## config.mk

```make
export PLATFORM = sky130hd
export DESIGN_NAME = timer_compare_capture_a_ctrl
export DESIGN_NICKNAME = d
export VERILOG_FILES = /design/src/pkg/tcc_pkg.sv /design/src/rtl/timer_compare_capture_a_ctrl.sv
export VERILOG_INCLUDE_DIRS = /design/src /design/src/pkg
export SDC_FILE = /design/constraint.sdc
export NUM_CORES = 1
export LEC_CHECK = 0
export ABC_CLOCK_PERIOD_IN_PS = 2100
export BUFFER_PORTS_ARGS = -buffer_cell sky130_fd_sc_hd__buf_2
export CORE_ASPECT_RATIO = 1.25
export CORE_MARGIN = 2
export CORE_UTILIZATION = 35
export CTS_CLUSTER_SIZE = 8
export DETAILED_ROUTE_END_ITERATION = 8
export SLEW_MARGIN = 40
export SYNTH_ARGS = -nofsm -noshare
export SYNTH_HDL_FRONTEND = slang
export SYNTH_SLANG_ARGS = --single-unit
```

## constraint.sdc

```tcl
create_clock -name clk -period 2.1 [get_ports clk]
set_clock_uncertainty 0.1 [all_clocks]
set_input_delay 0.42 -clock clk [delete_from_list [all_inputs] [get_ports clk]]
set_output_delay 0.42 -clock clk [all_outputs]
set_load 0.1 [all_outputs]
```

## src/pkg/tcc_params.svh

```systemverilog
// Offsets, field positions, reset values and masks of the timer channel block.
`ifndef TCC_PARAMS_SVH
`define TCC_PARAMS_SVH

// ==========================================================================
// Register byte offsets (channel 1 at the base, channel 2 one word above)
// ==========================================================================
`define OFF_START      8'h00
`define OFF_IOCTL      8'h04
`define OFF_IER        8'h0c
`define OFF_STAT       8'h14
`define OFF_CNT        8'h1c
`define OFF_GRA        8'h24
`define OFF_GRB        8'h2c
`define CH_STRIDE      8'h04

// ==========================================================================
// I/O control field A
// ==========================================================================
`define A_MODE_BIT     3
`define A_INIT_BIT     2
`define A_BOTH_BIT     1
`define A_FALL_BIT     0

// ==========================================================================
// Interrupt enable and status layout
// ==========================================================================
`define IRQ_OVF_BIT    4
`define IRQ_B_BIT      1
`define IRQ_A_BIT      0
`define IER_WMASK      8'hb3
`define IER_ONES       8'h40
`define IER_RST        8'h00
`define STAT_ONES      8'hc0
`define IOCTL_RST      8'h00

// ==========================================================================
// Counter and general register values
// ==========================================================================
`define CNT_RST        16'h0000
`define CNT_MAX        16'hffff
`define CNT_ONE        16'h0001
`define GR_RST         16'hffff

`endif

```

## src/pkg/tcc_pkg.sv

```systemverilog
// Types shared by the timer channel control block.
package tcc_pkg;

   // Action taken on the channel pin at a compare match.
   typedef enum logic [1:0] {
      cmp_off,
      cmp_low,
      cmp_high,
      cmp_toggle
   } cmp_act_type;

endpackage

```

## src/rtl/timer_compare_capture_a_ctrl.sv

```systemverilog
// Two-channel 16-bit compare/capture timer control with an AHB-Lite slave.
// What this block does
// - Top bit 0 gives compare; bit 2 sets initial level; 00 disabled, 01 drives low.
// - Compare mode with low bits 10 drives the A pin high on match.
// - Compare mode with low bits 11 toggles the A pin on each match.
// - Top bit 1 gives capture; low bits 00 capture the counter on rising edge.
// - Capture mode with low bits 01 captures the counter on a falling edge.
// - Capture mode with bit 1 set captures on both edges, bit 0 ignored.
// - Channel 2 capture ignores bit 2 of the A field.
// - Enable bit 4 gates the overflow request from the overflow flag.
// - Enable bit 1 gates the B request from the B flag.
// - Enable bit 0 gates the A request from the A flag.
// - Enable bit 6 always reads 1 and ignores writes.
// - Enable bits 3 and 2 always read 0 and ignore writes.
// - Each channel has its own enable register, cleared at reset; bit 7 is RW.
// - The initial pin level is applied only while the counter is stopped.
// - A flag sets on compare match or on capture into register A.
// - Overflow flag sets when the counter wraps from maximum to zero.
//
// The AHB-Lite interface to the registers and the register offsets were chosen for this implementation.
`timescale 1ns/1ps
`include "tcc_params.svh"

module timer_compare_capture_a_ctrl #(
   parameter int CHANNELS = 2                  // Number of timer channels.
)(
   input  wire logic        clk,               // Peripheral clock, 20 MHz.
   input  wire logic        nrst,              // Asynchronous reset, active low.
   input  wire logic        hsel,              // AHB-Lite slave select.
   input  wire logic [31:0] haddr,             // AHB-Lite byte address.
   input  wire logic [1:0]  htrans,            // AHB-Lite transfer type.
   input  wire logic        hwrite,            // AHB-Lite write when high.
   input  wire logic [2:0]  hsize,             // AHB-Lite size, word only.
   input  wire logic [31:0] hwdata,            // AHB-Lite write data.
   input  wire logic        hready,            // AHB-Lite bus ready.
   output wire logic [31:0] hrdata,            // AHB-Lite read data.
   output wire logic        hreadyout,         // AHB-Lite slave ready.
   output wire logic        hresp,             // AHB-Lite response, OKAY.
   input  wire logic        ch1_a_pin_in,      // Channel 1 A pin level.
   input  wire logic        ch2_a_pin_in,      // Channel 2 A pin level.
   output wire logic        ch1_a_pin_out,     // Channel 1 A pin drive.
   output wire logic        ch1_a_pin_oe,      // Channel 1 A pin enable.
   output wire logic        ch2_a_pin_out,     // Channel 2 A pin drive.
   output wire logic        ch2_a_pin_oe,      // Channel 2 A pin enable.
   output wire logic [1:0]  overflow_irq_req,  // Overflow request per channel.
   output wire logic [1:0]  event_a_irq_req,   // A request per channel.
   output wire logic [1:0]  event_b_irq_req,   // B request per channel.
   output wire logic        irq                // Any unmasked flag set.
);

   // =======================================================================
   // Bus slave state
   // =======================================================================
   logic [7:0]  addr_q;                        // Latched low address byte.
   logic        hi_ok_q, wr_pend_q, rd_pend_q; // Address check, phase flags.
   logic        hreadyout_q;                   // Registered slave ready.
   logic [31:0] hrdata_q, rd_val;              // Read data and its source.
   logic        wr_en;                         // Write commits this edge.
   logic [CHANNELS-1:0] run_q;                 // Counter run bits.
   logic [CHANNELS-1:0] pin_in;                // Raw channel pins.
   logic [CHANNELS-1:0] pin_out_w, pin_oe_w;   // Pin drive and enable.
   logic [CHANNELS-1:0] pend_w;                // Unmasked flag per channel.
   logic [31:0]         ch_rd [CHANNELS];      // Read value per channel.
   logic        irq_q;                         // Registered interrupt line.

   assign pin_in = {ch2_a_pin_in, ch1_a_pin_in};
   assign wr_en  = wr_pend_q & hi_ok_q;

   // Address phase capture; writes take no wait, reads take one wait state
   // so that a read placed right after a write sees the written value.
   always_ff @(posedge clk or negedge nrst)
   begin
      if (!nrst)
      begin
         addr_q      <= 8'h00;
         hi_ok_q     <= 1'b0;
         wr_pend_q   <= 1'b0;
         rd_pend_q   <= 1'b0;
         hreadyout_q <= 1'b1;
         hrdata_q    <= 32'h0000_0000;
      end
      else
      begin
         wr_pend_q <= 1'b0;
         if (rd_pend_q)
         begin
            hrdata_q    <= rd_val;
            hreadyout_q <= 1'b1;
            rd_pend_q   <= 1'b0;
         end
         else if (hsel && hready && htrans[1])
         begin
            addr_q  <= haddr[7:0];
            hi_ok_q <= ~|haddr[31:8];
            if (hwrite)
               wr_pend_q <= 1'b1;
            else
            begin
               rd_pend_q   <= 1'b1;
               hreadyout_q <= 1'b0;
            end
         end
      end
   end

   // Read multiplexer; unmapped addresses read as zero.
   always_comb
   begin
      rd_val = 32'h0000_0000;
      if (hi_ok_q && addr_q == `OFF_START)
         rd_val = {30'h0, run_q};
      else if (hi_ok_q)
         rd_val = ch_rd[0] | ch_rd[1];
   end

   // Counter run bits, one per channel.
   always_ff @(posedge clk or negedge nrst)
   begin
      if (!nrst)
         run_q <= 2'h0;
      else if (wr_en && addr_q == `OFF_START)
         run_q <= hwdata[1:0];
   end

   // Level interrupt, high while any unmasked status flag is set.
   always_ff @(posedge clk or negedge nrst)
   begin
      if (!nrst)
         irq_q <= 1'b0;
      else
         irq_q <= |pend_w;
   end

   // =======================================================================
   // Per-channel timer logic
   // =======================================================================
   for (genvar g = 0; g < CHANNELS; g++)
   begin : g_ch
      localparam logic [7:0] OFS = 8'(g * 4);
      logic [7:0]  ioctl_q, ier_q;             // I/O control and enables.
      logic [15:0] cnt_q, gra_q, grb_q;        // Counter and general regs.
      logic        ovf_q, fa_q, fb_q;          // Overflow, A and B flags.
      logic        s1_q, s2_q, prev_q;         // Synchroniser, edge history.
      logic        pin_q, oe_q;                // Pin level and enable.
      logic        ovf_req_q, a_req_q, b_req_q; // Registered requests.
      logic        wr_io, wr_ier, wr_st, wr_cnt, wr_gra, wr_grb;
      logic        cap_mode, cap_ok, rise, fall, cap_ev;
      logic        match_a, match_b, ovf_ev, ev_a;
      tcc_pkg::cmp_act_type act;

      // Register write strobes for this channel.
      assign wr_io  = wr_en && addr_q == `OFF_IOCTL + OFS;
      assign wr_ier = wr_en && addr_q == `OFF_IER + OFS;
      assign wr_st  = wr_en && addr_q == `OFF_STAT + OFS;
      assign wr_cnt = wr_en && addr_q == `OFF_CNT + OFS;
      assign wr_gra = wr_en && addr_q == `OFF_GRA + OFS;
      assign wr_grb = wr_en && addr_q == `OFF_GRB + OFS;

      // Mode decode; channel 1 refuses the prohibited 11xx codes.
      assign cap_mode = ioctl_q[`A_MODE_BIT];
      assign cap_ok   = cap_mode &&
                        !(g == 0 && ioctl_q[`A_INIT_BIT]);
      assign act      = tcc_pkg::cmp_act_type'(ioctl_q[1:0]);
      assign rise     = s2_q & ~prev_q;
      assign fall     = ~s2_q & prev_q;
      assign cap_ev   = cap_ok && (ioctl_q[`A_BOTH_BIT] ? (rise | fall)
                        : ioctl_q[`A_FALL_BIT] ? fall
                        : rise);
      assign match_a  = run_q[g] && cnt_q == gra_q;
      assign match_b  = run_q[g] && cnt_q == grb_q;
      assign ovf_ev   = run_q[g] && cnt_q == `CNT_MAX;
      assign ev_a     = cap_ok ? cap_ev : (!cap_mode && match_a);

      // Two-stage pin synchroniser followed by the edge history flop.
      always_ff @(posedge clk or negedge nrst)
      begin
         if (!nrst)
         begin
            s1_q   <= 1'b0;
            s2_q   <= 1'b0;
            prev_q <= 1'b0;
         end
         else
         begin
            s1_q   <= pin_in[g];
            s2_q   <= s1_q;
            prev_q <= s2_q;
         end
      end

      // Control registers; enable register keeps only its writable bits.
      always_ff @(posedge clk or negedge nrst)
      begin
         if (!nrst)
         begin
            ioctl_q <= `IOCTL_RST;
            ier_q   <= `IER_RST;
         end
         else
         begin
            if (wr_io)
               ioctl_q <= hwdata[7:0];
            if (wr_ier)
               ier_q <= hwdata[7:0] & `IER_WMASK;
         end
      end

      // Counter runs one step per clock while started; wraps to zero.
      always_ff @(posedge clk or negedge nrst)
      begin
         if (!nrst)
            cnt_q <= `CNT_RST;
         else if (wr_cnt)
            cnt_q <= hwdata[15:0];
         else if (run_q[g])
            cnt_q <= cnt_q + `CNT_ONE;
      end

      // General registers; a capture wins over a software write.
      always_ff @(posedge clk or negedge nrst)
      begin
         if (!nrst)
         begin
            gra_q <= `GR_RST;
            grb_q <= `GR_RST;
         end
         else
         begin
            if (cap_ev)
               gra_q <= cnt_q;
            else if (wr_gra)
               gra_q <= hwdata[15:0];
            if (wr_grb)
               grb_q <= hwdata[15:0];
         end
      end

      // Sticky flags cleared by writing one; a new event beats the clear.
      always_ff @(posedge clk or negedge nrst)
      begin
         if (!nrst)
         begin
            ovf_q <= 1'b0;
            fa_q  <= 1'b0;
            fb_q  <= 1'b0;
         end
         else
         begin
            ovf_q <= ovf_ev |
                     (ovf_q & ~(wr_st & hwdata[`IRQ_OVF_BIT]));
            fa_q  <= ev_a | (fa_q & ~(wr_st & hwdata[`IRQ_A_BIT]));
            fb_q  <= match_b | (fb_q & ~(wr_st & hwdata[`IRQ_B_BIT]));
         end
      end

      // Pin level: initial value loads only while stopped, match acts when run.
      always_ff @(posedge clk or negedge nrst)
      begin
         if (!nrst)
         begin
            pin_q <= 1'b0;
            oe_q  <= 1'b0;
         end
         else
         begin
            oe_q <= !cap_mode && act != tcc_pkg::cmp_off;
            if (wr_io && !run_q[g])
               pin_q <= hwdata[`A_INIT_BIT];
            else if (!cap_mode && match_a)
            begin
               case (act)
                  tcc_pkg::cmp_low:    pin_q <= 1'b0;
                  tcc_pkg::cmp_high:   pin_q <= 1'b1;
                  tcc_pkg::cmp_toggle: pin_q <= ~pin_q;
                  default:             pin_q <= pin_q;
               endcase
            end
         end
      end

      // Interrupt requests are flag AND enable, registered.
      always_ff @(posedge clk or negedge nrst)
      begin
         if (!nrst)
         begin
            ovf_req_q <= 1'b0;
            a_req_q   <= 1'b0;
            b_req_q   <= 1'b0;
         end
         else
         begin
            ovf_req_q <= ovf_q & ier_q[`IRQ_OVF_BIT];
            b_req_q   <= fb_q & ier_q[`IRQ_B_BIT];
            a_req_q   <= fa_q & ier_q[`IRQ_A_BIT];
         end
      end

      // Per-channel read value; zero when no register of this channel hits.
      always_comb
      begin
         ch_rd[g] = 32'h0000_0000;
         if (addr_q == `OFF_IOCTL + OFS)
            ch_rd[g] = {24'h00_0000, ioctl_q};
         else if (addr_q == `OFF_IER + OFS)
            ch_rd[g] = {24'h00_0000, ier_q | `IER_ONES};
         else if (addr_q == `OFF_STAT + OFS)
            ch_rd[g] = {24'h00_0000, `STAT_ONES |
                        {3'h0, ovf_q, 2'h0, fb_q, fa_q}};
         else if (addr_q == `OFF_CNT + OFS)
            ch_rd[g] = {16'h0000, cnt_q};
         else if (addr_q == `OFF_GRA + OFS)
            ch_rd[g] = {16'h0000, gra_q};
         else if (addr_q == `OFF_GRB + OFS)
            ch_rd[g] = {16'h0000, grb_q};
      end

      assign pin_out_w[g] = pin_q;
      assign pin_oe_w[g]  = oe_q;
      assign pend_w[g]    = (ovf_q & ier_q[`IRQ_OVF_BIT]) |
                            (fb_q & ier_q[`IRQ_B_BIT]) |
                            (fa_q & ier_q[`IRQ_A_BIT]);
      assign overflow_irq_req[g] = ovf_req_q;
      assign event_a_irq_req[g]  = a_req_q;
      assign event_b_irq_req[g]  = b_req_q;
   end

   // =======================================================================
   // Output connections, all from flip-flops except hresp, which is tied low
   // =======================================================================
   assign hrdata        = hrdata_q;
   assign hreadyout     = hreadyout_q;
   assign hresp         = 1'b0;
   assign irq           = irq_q;
   assign ch1_a_pin_out = pin_out_w[0];
   assign ch1_a_pin_oe  = pin_oe_w[0];
   assign ch2_a_pin_out = pin_out_w[1];
   assign ch2_a_pin_oe  = pin_oe_w[1];

endmodule

```

Word level (Yosys, flattened, before mapping)
Cells that the tools add are included.
{"block": "word_totals", "ff_bits": 191, "in_bits": 76, "word_cells": 214}
{"block": "classes", "addsub": 2, "eq_ne": 25, "mux": 43, "bitwise_logic": 49, "n_reduce_logical": 55}
{"cell": "$mux 16", "count": 20}
{"cell": "$eq 16x16->1", "count": 4}
{"cell": "$mux 32", "count": 2}
{"cell": "$eq 8x6->1 const B", "count": 5}
{"cell": "$add 16x1->16 const B", "count": 2}
{"cell": "$eq 16x16->1 const B", "count": 2}
{"cell": "$eq 8x5->1 const B", "count": 4}
{"cell": "$or 32x32->32", "count": 1}
{"cell": "$logic_and 1x1->1", "count": 31}
{"cell": "$reduce_or 24->1", "count": 1}
{"cell": "$and 1x1->1", "count": 23}
{"cell": "$mux 1", "count": 19}
{"cell": "$reduce_bool 2->1", "count": 9}
{"cell": "$eq 8x4->1 const B", "count": 2}
{"cell": "$not 1->1", "count": 13}
{"cell": "$or 1x1->1", "count": 12}
{"cell": "$eq 2x2->1 const B", "count": 4}
{"cell": "$eq 8x3->1 const B", "count": 1}
{"cell": "$logic_not 8->1", "count": 1}
{"cell": "$reduce_and 2->1", "count": 4}
{"cell": "$reduce_bool 4->1", "count": 2}
{"cell": "$logic_not 1->1", "count": 6}
{"cell": "$pmux 1 s3", "count": 2}
{"cell": "$eq 2x1->1 const B", "count": 2}
{"cell": "other kinds (2)", "count": 2}

Depth between registers and ports, before layout
{"block": "logic_depth", "ltp_word": 10, "mapped_depth": 8, "ltp_nobuf": 7}

Worst setup path before layout
No wires, ideal clock.
{"block": "synth_timing", "path_kind": "reg2reg", "startpoint": "reg g_ch[1].cnt_q[9]", "endpoint": "reg g_ch[1].pin_q, in the netlist ch2_a_pin_out", "t_arrival_ns": 1.973, "required_time_ns": 1.878, "slack_ns": -0.094, "stages_incl_launch_ff": 8, "n_path_buf": 1, "path_cell_list": "dfrtp_1 clkbuf_1 xnor2_1 nand4_1 or4_1 nor4_2 mux2_2 a32o_1"}
{"block": "synth_between", "elab_chain_len": 5}
{"element": "start, declared", "line_no": "timer_compare_capture_a_ctrl.sv:141", "rtl": "logic [15:0] cnt_q, gra_q, grb_q;"}
{"element": "start signal, assigned", "line_no": "timer_compare_capture_a_ctrl.sv:212", "rtl": "cnt_q <= `CNT_RST;"}
{"element": "start signal, assigned", "line_no": "timer_compare_capture_a_ctrl.sv:214", "rtl": "cnt_q <= hwdata[15:0];"}
{"element": "start signal, assigned", "line_no": "timer_compare_capture_a_ctrl.sv:216", "rtl": "cnt_q <= cnt_q + `CNT_ONE;"}
{"element": "$eq 16x16->1", "line_no": "timer_compare_capture_a_ctrl.sv:169", "rtl": "assign match_a = run_q[g] && cnt_q == gra_q;"}
{"element": "$logic_and 1x1->1", "line_no": "timer_compare_capture_a_ctrl.sv:169"}
{"element": "$logic_and 1x1->1", "line_no": "timer_compare_capture_a_ctrl.sv:269", "rtl": "else if (!cap_mode && match_a)"}
{"element": "$reduce_bool 2->1 (no line)"}
{"element": "$reduce_and 2->1 (no line)"}
{"element": "end signal, assigned", "line_no": "timer_compare_capture_a_ctrl.sv:268", "rtl": "pin_q <= hwdata[`A_INIT_BIT];"}
{"element": "end signal, assigned", "line_no": "timer_compare_capture_a_ctrl.sv:274", "rtl": "tcc_pkg::cmp_toggle: pin_q <= ~pin_q;"}
{"element": "end signal, assigned", "line_no": "timer_compare_capture_a_ctrl.sv:275", "rtl": "default: pin_q <= pin_q;"}
{"element": "end, declared", "line_no": "timer_compare_capture_a_ctrl.sv:144", "rtl": "logic pin_q, oe_q;"}
Every way passes these cells.
A chain may end at the register's enable or synchronous reset.

Final worst setup path
{"block": "layout_timing", "startpoint": "reg g_ch[1].gra_q[0]", "endpoint": "reg g_ch[1].pin_q, in the netlist ch2_a_pin_out"}
{"block": "layout_between", "elab_chain_len": 5}
{"element": "start, declared", "line_no": "timer_compare_capture_a_ctrl.sv:141"}
{"element": "start signal, assigned", "line_no": "timer_compare_capture_a_ctrl.sv:224", "rtl": "gra_q <= `GR_RST;"}
{"element": "start signal, assigned", "line_no": "timer_compare_capture_a_ctrl.sv:230", "rtl": "gra_q <= cnt_q;"}
{"element": "start signal, assigned", "line_no": "timer_compare_capture_a_ctrl.sv:232", "rtl": "gra_q <= hwdata[15:0];"}
{"element": "$eq 16x16->1", "line_no": "timer_compare_capture_a_ctrl.sv:169"}
{"element": "$logic_and 1x1->1", "line_no": "timer_compare_capture_a_ctrl.sv:169"}
{"element": "$logic_and 1x1->1", "line_no": "timer_compare_capture_a_ctrl.sv:269"}
{"element": "$reduce_bool 2->1 (no line)"}
{"element": "$reduce_and 2->1 (no line)"}
Every way passes these cells.

==> impl_metrics.csv <==
group,metric,value,unit
outcome,status,"finished with violations",
outcome,violations,"setup timing",
placement,hpwl,23.13,mm
yosys,synthFlopType,"dfrtp_1",
setup_path,cp.required,2330,ps
setup_path,cp-start-kind,"flop",
pwr,p_leak,5.477,nW
hold_path,hold_class,"in -> reg",
timing,hold_viol,0,
setup_path,crit_path_end_kind,"flop",
routing,num_vias,8198,
global_route,grt-ovfl-total,0,
layout,stdcell_area,12640,um^2
hold_path,hold-path-endpoint,"rd_pend_q",
placement,dpl-instance-area,11470,um^2
routing,drtPass1Iterations,4,
clock_network,clock-sinks,175,
routing,via_per_inst,5.362,
floorplanning,num_rows,69,
clock_network,cts-root-buf,"clkbuf_16",
placement,place_ws,-139.7,ps
global_route,grt_max_degree,53,
layout,drive_above_1_share,39.61,%
floorplanning,ios,121,
job,cap_violations,0,
setup_path,r2r_end,"ch2_a_pin_out",
layout,layout.cells.non_filler,1529,
pwr,comb_power_share,26.3,%
hold_path,min_path_cells,2,
timing,worst_slack,-148.1,ps
pwr,switchingPower,0.003121,W
yosys,synthArstFlopShare,100.0,%
global_route,grt_pass1_vias,8182,
floorplanning,floorplan.core_area,28230,um^2
layout,area_growth,26.86,%
clock_network,clk_pin_slew,70,ps
placement,portBuffers,83,
clock_network,cts_buffers,17,
timing,setup_viol,2,
yosys,synthCells,1005,
placement,dp_cells,1484,
pwr,power.share.sequential,38.9,%
setup_path,arrival,2470,ps
placement,gp_congestion,0.9687,
timing,fin_tns_setup,-173.4,ps
timing,drv_slew,0,
routing,drc_errors,0,
layout,fin_nets,1246,
clock_network,clock_path_buffers,2,
floorplanning,die_area,29850,um^2
floorplanning,die_x,154.9,um
yosys,yosysSeqAreaShare,44.75,%
floorplanning,start_util,35.31,%
layout,antenna_cells,0,
yosys,yosysWarnings,0,
timing,fmax,444.8,MHz
setup_path,r2r_start,"g_ch[1].gra_q[0]",
yosys,synth-seq-cells,175,
global_route,antenna_found_initial,1,
yosys,synth.distinct_cells,71,
pwr,vdd_drop_max,555.7,uV
timing,period_minus_slack,2248,ps
timing,period_share,107.1,%
clock_network,clock_latency,450,ps
yosys,syn_area_per_cell,9.917,um^2
pwr,swShare,31.77,%
setup_path,critical_path_class,"reg -> reg",
routing,antenna_left,0,
yosys,synth-edff-count,0,
setup_path,reg2reg_depth,7,
setup_path,worstPathMaxFanout,2,
timing,rsz0062_at_grt,"true",
floorplanning,die-height,192.7,um
routing,drt_wl_total,31.63,mm
setup_path,r2r_slack,-150,ps
routing,wire_per_inst,20.69,um
global_route,grt_pass1_wl,47.96,mm
pwr,pwr-share-clk,34.8,%
pwr,powerDensity,777.0,nW/um^2
pwr,internal-power,0.006704,W
routing,drtIter0Drc,521,
clock_network,ctsHtreeMaxLevel,4,
hold_path,min_from,"hwrite",
global_route,track_usage,21.40,%
yosys,synth.cell_area,9967,um^2
clock_network,cts_tree,"built",
## synthesized netlist by cell type, drive strengths merged, types with 19 or more instances
cell type  number  area [um^2]
dfrtp         110         2753
buf            43        302.8
mux2           66        743.2
o21ai          54        270.3
nand3          26        155.2
dfstp          65         1708
xnor2          32        280.3
clkbuf         63        236.5
xor2           62        543.0
inv            19        71.32
a21oi          58        290.3
nor2           68        270.3
nand2          90        337.8
nor3           19        122.6
mux2i          39        390.4
## layer usage
layer | vias up | wire, um | GRT usage (%)
met5 | - | 9 | 0
li1 | 3830 | - | -
met4 | 2 | 1123 | 8.048
met3 | 62 | 1554 | 3.211
met1 | 4004 | 13370 | 27.24
met2 | 300 | 15570 | 36.82
## flip-flops by register name (all words and copies together) (netlist names), 2 cells and up
| signal | count |
|---|---|
| hrdata | 16 |
| addr_q | 8 |
| g_ch.cnt_q | 32 |
| g_ch.a_req_q | 2 |
| g_ch.ovf_q | 2 |
| g_ch.gra_q | 32 |
| g_ch.fb_q | 2 |
| run_q | 2 |
| g_ch.s2_q | 2 |
| g_ch.ovf_req_q | 2 |
| g_ch.fa_q | 2 |
| g_ch.b_req_q | 2 |
| g_ch.ioctl_q | 16 |
| g_ch.s1_q | 2 |
| g_ch.ier_q | 10 |
| g_ch.grb_q | 32 |
| g_ch.prev_q | 2 |
## critical path: stages, from the launching register on
cell,delay [ps]
dfstp_2,550
xnor2_2,120
nand4_1,110
or4_4,430
nor4_4,130
buf_4,160
mux2_2,330
a32o_1,200
## how the worst max path moves through the flow
stage                                start            end  cells past startpoint
final                     g_ch[1].gra_q[0]  ch2_a_pin_out                      7
after global placement    g_ch[1].gra_q[0]  ch2_a_pin_out                      7
after floorplan           g_ch[1].cnt_q[6]  ch2_a_pin_out                      6
after CTS                 g_ch[1].gra_q[9]  ch2_a_pin_out                      7
after global routing      g_ch[1].gra_q[9]  ch2_a_pin_out                      7
after detailed placement  g_ch[1].gra_q[0]  ch2_a_pin_out                      7
## logic make-up after synthesis
family                   synth area share [%]
other                                 0.03762
multiplexers                            11.37
adder cells (fa/ha/maj)                 1.130
flip-flops                              44.75
XOR/XNOR                                8.260
AND/OR/NAND/NOR                         15.18
AO/OA/AOI/OAI                           13.14
buffers and inverters                   6.126
## metrics by stage
stage	utilization (%)	power, W	hold WS [ps]
6_report	44.79	0.009825	45.92
3_5_place_dp	40.64	0.006183	236.5
5_1_grt	44.79	0.01024	38.03
3_3_place_gp	40.64	0.006150	235.0
2_1_floorplan	-	0.005248	24.41
4_1_cts	43.13	0.009662	22.16
## power groups by stage
stage,sequential (W),clock (W),combinational [W]
after CTS,0.00381,0.00350,0.00235
after global routing,0.00385,0.00363,0.00276
after detailed placement,0.00387,0,0.00231
after global placement,0.00385,0,0.00230
after floorplan,0.00381,0,0.00144
final,0.00382,0.00342,0.00258
## cells in the final DEF, fill, tap and decap left out, types with 11 or more instances in the layout
cell / synthesis / final
o21ai_0: 48 / 41
nor2_1: 64 / 56
buf_4: 23 / 114
nor4_1: 16 / 12
nand3_1: 24 / 24
dfstp_2: 65 / 65
nand2_1: 90 / 86
a22oi_1: 18 / 18
mux2i_1: 39 / 39
xor2_1: 62 / 61
inv_1: 19 / 18
clkbuf_16: 0 / 18
xnor2_1: 32 / 30
dfrtp_1: 110 / 107
mux2_2: 66 / 66
buf_6: 4 / 16
nor3_1: 16 / 12
o21ai_1: 6 / 11
a21oi_1: 58 / 52
conb_1: 1 / 17
buf_2: 11 / 82
nand4_1: 17 / 17
## layout make-up
type	count	area, um^2
clock buffer	20	436.7
clock inverter	12	186.4
fill	2630	15590
inverter	19	71.32
multi-input combinational	721	5326
sequential	175	4464
tap	355	444.2
timing repair buffer	227	1715
## what timing repair did
item                                   4_1_cts  5_1_grt
gates resized for setup                     11       90
endpoints found under the hold margin       22        0
hold buffers                                 3        0
gates cloned                                 0        1
setup endpoints to repair                   14       91
pin swaps                                    0       36
setup buffers                                0       12
No activity file was read; power rests on OpenSTA's default activity.
